## src/hdl/uart_irq_baud_pkg.sv

```systemverilog
/*
 * Constants for the serial port interrupt enable and baud generator block.
 * Assumes an APB slave with 32-bit data and word-aligned registers.
 */
package uart_irq_baud_pkg;
    // Register byte addresses
    localparam logic [7:0] irq_enable_addr = 8'h00;
    localparam logic [7:0] div_low_addr = 8'h04;
    localparam logic [7:0] div_high_addr = 8'h08;
    localparam logic [7:0] scratch_addr = 8'h0c;
    localparam logic [7:0] config_addr = 8'h10;
    localparam logic [7:0] irq_status_addr = 8'h14;
    localparam logic [7:0] event_addr = 8'h18;
    localparam logic [7:0] event_mask_addr = 8'h1c;
    localparam logic [7:0] source_addr = 8'h20;
    // Interrupt enable bit positions
    localparam int rx_ready_bit = 0;
    localparam int tx_empty_bit = 1;
    localparam int line_status_bit = 2;
    localparam int modem_status_bit = 3;
    localparam logic [3:0] irq_enable_mask = 4'hf;
    // Config bits
    localparam int high_speed_bit = 0;
    localparam int predivider_lsb = 1;
    localparam int master_irq_bit = 3;
    localparam int loopback_bit = 4;
    // Reset values
    localparam logic [7:0] irq_enable_reset = 8'h00;
    localparam logic [7:0] div_low_reset = 8'h01;
    localparam logic [7:0] div_high_reset = 8'h00;
    localparam logic [7:0] scratch_reset = 8'h00;
    localparam logic [4:0] config_reset = 5'h00;
    // Pre-divider selection codes
    localparam logic [1:0] prediv_13 = 2'h0;
    localparam logic [1:0] prediv_1p625 = 2'h1;
    localparam logic [1:0] prediv_1 = 2'h2;
    // Divide by 1.625 = 13/8: 8 output pulses per 13 input clocks
    localparam logic [4:0] prediv_13_num = 5'h0d;
    localparam logic [4:0] prediv_1p625_inc = 5'h08;
    localparam logic [4:0] prediv_13_inc = 5'h01;
    // Interrupt identification codes
    localparam logic [3:0] id_none = 4'h1;
    localparam logic [3:0] id_line = 4'h6;
    localparam logic [3:0] id_rx = 4'h4;
    localparam logic [3:0] id_timeout = 4'hc;
    localparam logic [3:0] id_tx = 4'h2;
    localparam logic [3:0] id_modem = 4'h0;
endpackage : uart_irq_baud_pkg

```

## src/hdl/uart_irq_enable_baud_gen.sv

```systemverilog
/*
 * Interrupt enable, interrupt identification, baud divisor and scratch
 * registers of a serial port, reached over APB, plus the 16x clock generator.
 * Assumes pclk is the 24 MHz reference and sources are synchronous levels.
 */
// How it works
// - Enable bits 7 to 4 read zero
// - Bit 3 gates modem status interrupt
// - Bit 2 gates line status interrupt
// - Bit 1 gates transmit empty interrupt
// - Bit 0 gates receive ready interrupt
// - All enables clear means no interrupt
// - Eight-bit enable register, independent bits
// - Divisor from two bytes, 1 to 65535
// - Normal mode pre-divides reference, then divisor
// - Divider output is common 16x timing base
// - High speed feeds reference straight to divisor
// - High speed divisor one gives 1.5M bps
// - Pre-divider selects 13, 1.625 or 1
// - Scratch register returns last written value
// - Master enable gates output; loopback feeds carrier
// - Identification reports highest priority pending source
`timescale 1ns/1ps
module uart_irq_enable_baud_gen (
    input wire logic pclk, // 24 MHz reference clock
    input wire logic presetn, // Asynchronous reset, active low
    input wire logic psel, // APB select
    input wire logic penable, // APB access phase
    input wire logic pwrite, // APB write
    input wire logic [7:0] paddr, // APB byte address
    input wire logic [31:0] pwdata, // APB write data
    output logic [31:0] prdata, // APB read data
    output logic pready, // APB ready
    output logic pslverr, // APB error
    input wire logic rx_ready, // Receive data ready or FIFO trigger
    input wire logic rx_timeout, // Receive FIFO timeout
    input wire logic tx_empty, // Transmit holding empty
    input wire logic line_status, // Receive line status error pending
    input wire logic modem_status, // Modem status change pending
    input wire logic fifo_mode, // FIFO mode enabled
    output logic port_irq, // Port interrupt output
    output logic block_irq, // Event interrupt output
    output logic baud_tick, // 16x clock pulse
    output logic carrier_loop // Master enable looped to carrier input
);
    logic [7:0] interrupt_enable_reg;
    logic [7:0] baud_divisor_low;
    logic [7:0] baud_divisor_high;
    logic [7:0] scratch_reg;
    logic [4:0] cfg;
    logic [1:0] events;
    logic [1:0] event_mask;
    logic [4:0] prediv_acc;
    logic prediv_tick;
    logic [15:0] div_count;
    logic tx_empty_d;

    // Bus decode
    wire setup = psel && !penable;
    wire wr = psel && penable && pwrite;
    wire hit_ie = paddr == uart_irq_baud_pkg::irq_enable_addr;
    wire hit_dl = paddr == uart_irq_baud_pkg::div_low_addr;
    wire hit_dh = paddr == uart_irq_baud_pkg::div_high_addr;
    wire hit_sc = paddr == uart_irq_baud_pkg::scratch_addr;
    wire hit_cf = paddr == uart_irq_baud_pkg::config_addr;
    wire hit_is = paddr == uart_irq_baud_pkg::irq_status_addr;
    wire hit_ev = paddr == uart_irq_baud_pkg::event_addr;
    wire hit_em = paddr == uart_irq_baud_pkg::event_mask_addr;
    wire hit_src = paddr == uart_irq_baud_pkg::source_addr;
    wire mapped = hit_ie | hit_dl | hit_dh | hit_sc | hit_cf | hit_is | hit_ev | hit_em
        | hit_src;

    // Configuration fields
    wire high_speed = cfg[uart_irq_baud_pkg::high_speed_bit];
    wire [1:0] prediv_sel = cfg[uart_irq_baud_pkg::predivider_lsb +: 2];
    wire master_irq_en = cfg[uart_irq_baud_pkg::master_irq_bit];
    wire loopback = cfg[uart_irq_baud_pkg::loopback_bit];

    // Gated interrupt sources
    wire en_rx = interrupt_enable_reg[uart_irq_baud_pkg::rx_ready_bit];
    wire en_tx = interrupt_enable_reg[uart_irq_baud_pkg::tx_empty_bit];
    wire en_ls = interrupt_enable_reg[uart_irq_baud_pkg::line_status_bit];
    wire en_ms = interrupt_enable_reg[uart_irq_baud_pkg::modem_status_bit];
    wire g_ls = en_ls && line_status;
    wire g_to = en_rx && rx_timeout && fifo_mode;
    wire g_rx = en_rx && rx_ready;
    wire g_tx = en_tx && tx_empty;
    wire g_ms = en_ms && modem_status;
    wire any_pending = g_ls | g_to | g_rx | g_tx | g_ms;
    // In loopback the master enable leaves the pin and drives carrier
    wire next_port_irq = any_pending && master_irq_en && !loopback;

    // Priority identification, line status highest
    wire [3:0] irq_id = g_ls ? uart_irq_baud_pkg::id_line :
        g_to ? uart_irq_baud_pkg::id_timeout :
        g_rx ? uart_irq_baud_pkg::id_rx :
        g_tx ? uart_irq_baud_pkg::id_tx :
        g_ms ? uart_irq_baud_pkg::id_modem : uart_irq_baud_pkg::id_none;
    wire [7:0] irq_status_val = {fifo_mode, fifo_mode, 2'h0, irq_id};

    // Divisor and 16x generation
    wire [15:0] divisor = {baud_divisor_high, baud_divisor_low};
    wire [15:0] div_load = (divisor == 16'h0000) ? 16'h0001 : divisor;
    wire [4:0] prediv_inc = (prediv_sel == uart_irq_baud_pkg::prediv_1p625) ?
        uart_irq_baud_pkg::prediv_1p625_inc : uart_irq_baud_pkg::prediv_13_inc;
    wire [4:0] prediv_sum = prediv_acc + prediv_inc;
    wire prediv_wrap = prediv_sum >= uart_irq_baud_pkg::prediv_13_num;
    wire [4:0] next_prediv_acc = prediv_wrap ?
        prediv_sum - uart_irq_baud_pkg::prediv_13_num : prediv_sum;
    // High speed or pre-divide of one passes every reference cycle
    wire bypass = high_speed || (prediv_sel == uart_irq_baud_pkg::prediv_1);
    wire ref_tick = bypass ? 1'b1 : prediv_tick;
    wire div_end = ref_tick && (div_count <= 16'h0001);
    wire [15:0] next_div_count = div_end ? div_load : div_count - 16'h0001;

    // Events: tx empty rising edge, unmapped bus access
    wire tx_rise = tx_empty && !tx_empty_d;
    wire bad_access = psel && penable && !mapped;
    wire [1:0] event_set = {bad_access, tx_rise};
    wire [1:0] event_clr = (wr && hit_ev) ? pwdata[1:0] : 2'h0;

    // Read multiplexer
    logic [7:0] rd_byte;
    always_comb begin
        rd_byte = 8'h00;
        if (hit_ie) rd_byte = {4'h0, interrupt_enable_reg[3:0]};
        if (hit_dl) rd_byte = baud_divisor_low;
        if (hit_dh) rd_byte = baud_divisor_high;
        if (hit_sc) rd_byte = scratch_reg;
        if (hit_cf) rd_byte = {3'h0, cfg};
        if (hit_is) rd_byte = irq_status_val;
        if (hit_ev) rd_byte = {6'h00, events};
        if (hit_em) rd_byte = {6'h00, event_mask};
        if (hit_src) rd_byte = {3'h0, modem_status, line_status, tx_empty, rx_timeout, rx_ready};
    end

    // APB answer: no wait state, data registered in setup
    always_ff @(posedge pclk or negedge presetn) begin
        if (!presetn) begin
            prdata <= 32'h00000000;
            pready <= 1'b0;
            pslverr <= 1'b0;
        end else begin
            pready <= setup;
            pslverr <= setup && !mapped;
            prdata <= setup && !pwrite ? {24'h000000, rd_byte} : 32'h00000000;
        end
    end

    // Software registers
    always_ff @(posedge pclk or negedge presetn) begin
        if (!presetn) begin
            interrupt_enable_reg <= uart_irq_baud_pkg::irq_enable_reset;
            baud_divisor_low <= uart_irq_baud_pkg::div_low_reset;
            baud_divisor_high <= uart_irq_baud_pkg::div_high_reset;
            scratch_reg <= uart_irq_baud_pkg::scratch_reset;
            cfg <= uart_irq_baud_pkg::config_reset;
            event_mask <= 2'h0;
        end else if (wr) begin
            if (hit_ie) interrupt_enable_reg <= pwdata[7:0] & {4'h0, 4'hf};
            if (hit_dl) baud_divisor_low <= pwdata[7:0];
            if (hit_dh) baud_divisor_high <= pwdata[7:0];
            if (hit_sc) scratch_reg <= pwdata[7:0];
            if (hit_cf) cfg <= pwdata[4:0];
            if (hit_em) event_mask <= pwdata[1:0];
        end
    end

    // Sticky events: set wins over write-one-to-clear
    always_ff @(posedge pclk or negedge presetn) begin
        if (!presetn) begin
            events <= 2'h0;
            tx_empty_d <= 1'b0;
        end else begin
            events <= (events & ~event_clr) | event_set;
            tx_empty_d <= tx_empty;
        end
    end

    // Fractional pre-divider and divisor counter
    always_ff @(posedge pclk or negedge presetn) begin
        if (!presetn) begin
            prediv_acc <= 5'h00;
            prediv_tick <= 1'b0;
            div_count <= 16'h0001;
        end else begin
            prediv_acc <= next_prediv_acc;
            prediv_tick <= prediv_wrap;
            if (ref_tick) div_count <= next_div_count;
        end
    end

    // Registered outputs
    always_ff @(posedge pclk or negedge presetn) begin
        if (!presetn) begin
            port_irq <= 1'b0;
            block_irq <= 1'b0;
            baud_tick <= 1'b0;
            carrier_loop <= 1'b0;
        end else begin
            port_irq <= next_port_irq;
            block_irq <= |(events & event_mask);
            baud_tick <= div_end;
            carrier_loop <= loopback && master_irq_en;
        end
    end
endmodule : uart_irq_enable_baud_gen

```

## config.mk

```make
export PLATFORM = sky130hd
export DESIGN_NAME = uart_irq_enable_baud_gen
export DESIGN_NICKNAME = d
export VERILOG_FILES = /design/src/hdl/uart_irq_baud_pkg.sv /design/src/hdl/uart_irq_enable_baud_gen.sv
export SDC_FILE = /design/constraint.sdc
export NUM_CORES = 1
export LEC_CHECK = 0
export BUFFER_PORTS_ARGS = -buffer_cell sky130_fd_sc_hd__buf_2
export CORE_UTILIZATION = 54
export DETAILED_ROUTE_END_ITERATION = 12
export PLACE_DENSITY = 0.89
export SKIP_LAST_GASP = 1
export SLEW_MARGIN = 20
export SYNTH_ARGS = -nofsm -noshare
export SYNTH_HDL_FRONTEND = slang
export SYNTH_SLANG_ARGS = --single-unit
```

## constraint.sdc

```tcl
create_clock -name pclk -period 3.8 [get_ports pclk]
set_clock_uncertainty 0.15 [all_clocks]
set_input_delay 0.76 -clock pclk [delete_from_list [all_inputs] [get_ports pclk]]
set_output_delay 0.76 -clock pclk [all_outputs]
set_load 0.005 [all_outputs]
```

==> impl_metrics.py <==
metrics = {
    "run_status": {
        "outcome": "finished clean",
    },
    "clocking": {
        "cts.path.max_buffers": 2,
        "insertion_delay_ps": 350,
        "cts_tree": "built",
        "clk_pin_slew_ps": 70,
        "ctsHoldBuffers": 0,
        "post_cts_resize_count": 0,
        "htreeDepth": 3,
        "postCtsSetupRepairBufs": 0,
        "cts_root_buffer": "clkbuf_8",
        "cts_inserted_buffers": 9,
        "clock-sinks": 74,
    },
    "min_path": {
        "hp-class": "in2async",
    },
    "setup_path": {
        "crit_chain": "or4_4 > or4_1 > or4_1 > clkinv_1 > o21ai_0 > a22oi_1",
        "cp_common_cell": "or4_1",
        "startpoint_type": "register",
        "path_buf_inv": 1,
        "critPathSlowestCell": "or4_1",
        "max_stage_delay_ps": 910,
        "path_delay_family": "simple AND/OR/NAND/NOR gates",
        "crit_type": "reg2reg",
        "crit_path_end_kind": "register",
        "worstPathArrival_ps": 3370,
        "path_max_fanout": 22,
        "required_ps": 3910,
    },
    "power_and_ir_drop": {
        "internal_power_mw": 1.60,
        "p_leak_nw": 2.11,
        "vdd_drop_max_mv": 0.228,
        "p_comb_share_pct": 25.0,
        "p_clk_share_pct": 32.9,
        "switchingPower_uw": 721,
        "cellPowerDensity_nw_per_um2": 524,
        "p_sw_share_pct": 31.1,
        "p_seq_share_pct": 42.2,
    },
    "floorplanning": {
        "core_um2": 6940,
        "start_util_pct": 57.3,
        "num_rows": 30,
        "dieWidth_um": 87.9,
        "fp.dieArea_um2": 7720,
        "num_io_pins": 89,
        "die_height_um": 87.9,
    },
    "detailed_routing": {
        "drt_iter0_drc": 181,
        "drtPass1Iterations": 4,
        "wirelength_um": 9390,
        "routedWlPerCell_um": 17.8,
        "route.vias.total": 3224,
        "viasPerCell": 6.12,
        "postRouteAntennaNets": 0,
        "drc": 0,
    },
    "global_routing": {
        "grt_usage_pct": 26.4,
        "grt_pass1_vias": 3130,
        "grt_pass1_wl_um": 15200,
        "antenna_found_initial": 0,
        "overflow": 0,
        "grt_max_degree": 35,
    },
    "logic_synthesis": {
        "ys_seq_area_share_pct": 46.6,
        "async_reset_ff_share_pct": 100,
        "synth_compound_area_share_pct": 13.5,
        "synth_top_area_cell": "dfrtp_1",
        "synth.cell_area_um2": 3980,
        "synth_most_common_cell": "dfrtp_1",
        "syn_area_per_cell_um2": 10.3,
        "synth_ff_type": "dfrtp_1",
        "synth-seq-cells": 74,
        "synth_xor_area_share_pct": 0.440,
        "synth_edf_count": 0,
        "yosys-top-cells-area": "dfrtp_1 (45%), mux2_2 (9.9%), buf_4 (4.5%)",
        "synth.area.mux_share_pct": 12.8,
        "synth_fa_ha_area_share_pct": 2.20,
        "synthDistinctLibCells": 60,
        "synth_top_area_share_pct": 45.3,
        "ys_top_cells_by_count": "dfrtp_1 (72), mux2_2 (35), nor2_1 (27)",
        "syn_inst": 387,
        "synth_top_family_by_area": "simple AND/OR/NAND/NOR gates",
        "yosys_warnings": 0,
        "yosys.area_share.simple_pct": 16.6,
    },
    "sta": {
        "slew_violations": 0,
        "rsz0062_at_grt": "no",
        "timing.hold.ws_ps": 200,
        "timing.setup.tns_ps": 0,
        "slew_headroom_pct": 51.0,
        "period_needed_ps": 3260,
        "final_hold_viol_count": 0,
        "tightestPinTransition_ps": 734,
        "timing.final.crit_share_pct": 85.8,
        "setup_viol": 0,
        "fmax_ghz": 0.307,
    },
    "finish": {
        "layout-drive-gt1-share_pct": 25.1,
        "largest_register": "div_count",
        "diodes": 0,
        "area_growth_pct": 11.2,
        "num-nets-final": 484,
        "largest_reg_flops": 16,
    },
    "place": {
        "place.gp.congestion": 0.929,
        "numPortBuffers": 40,
        "hpwl_um": 6640,
    },
    "flow_run": {
        "drv_cap": 0,
    },
}
[power by group through the flow]
stage	sequential (mW)	combinational, mW	clock (mW)
final	0.977	0.579	0.762
after global routing	0.991	0.649	0.797
after CTS	0.975	0.575	0.765
after global placement	0.979	0.517	0
after floorplan	0.964	0.436	0
after detailed placement	0.987	0.569	0
[logic make-up (layout without fill, tap and decap cells)]
| group | count (synthesis) | in the layout |
|---|---|---|
| and+or+nand+nor | 124 | 124 |
| other | 1 | 24 |
| AOI/OAI and AO/OA | 79 | 79 |
| muxes | 44 | 44 |
| xor gates and xnor gates | 2 | 2 |
| adders and majority gates | 7 | 7 |
| DFF | 74 | 74 |
| buffers and inverters | 56 | 77 |
[per-stage QoR]
stage / power, mW / cell area [µm²] / worst slack [ps] / instances / utilization [%]
after global routing: 2.44 / 4430 / 392 / 527 / 63.8
final: 2.32 / 4430 / 541 / 527 / 63.8
after detailed placement: 1.56 / 4180 / 611 / 511 / 60.1
after floorplan: 1.40 / 4070 / 1020 / 410 / -
after CTS: 2.32 / 4430 / 564 / 527 / 63.8
after global placement: 1.50 / 4180 / 664 / 511 / 60.1
[cells in the final DEF, fill, tap and decap left out, types with 13 or more instances in the layout]
master   synthesis  routed
dfrtp_1         72      72
buf_2            1      40
nor2_1          27      27
mux2_2          35      35
inv_1           15      15
nor3_1          13      13
nand2_1         18      18
conb_1           1      24
a21oi_1         14      14
o21ai_0         18      18
[path summary, 6_finish.rpt]
path | end | slack [ps] | startpoint | cells after the start
worst max-delay path | div_count[9] | 540 | div_count[10] | 6
worst min-delay path | baud_divisor_high[6] | 200 | presetn | 1
worst min register to register | port_irq | 350 | cfg[4] | 1
min in group pclk | port_irq | 350 | cfg[4] | 1
worst max register to register | div_count[9] | 540 | div_count[10] | 6
max in group asynchronous | baud_divisor_low[0] | 2480 | presetn | 2
[layout make-up]
cell class	count	area, µm²
Clock buffer	11	151
Clock inverter	5	100
Fill cell	526	2520
Inverter	16	60.1
Multi-Input combinational cell	280	1900
Sequential cell	74	1850
Tap cell	96	120
Timing Repair Buffer	45	238
[layer usage]
layer / track usage, % / routed length [µm] / up-vias
met1: 33.4 / 3830 / 1574
li1: - / - / 1463
met2: 45.0 / 4720 / 162
met4: 9.69 / 193 / 0
met5: 0 / 0 / -
met3: 5.18 / 653 / 25
(Power assumes the default switching activity.)
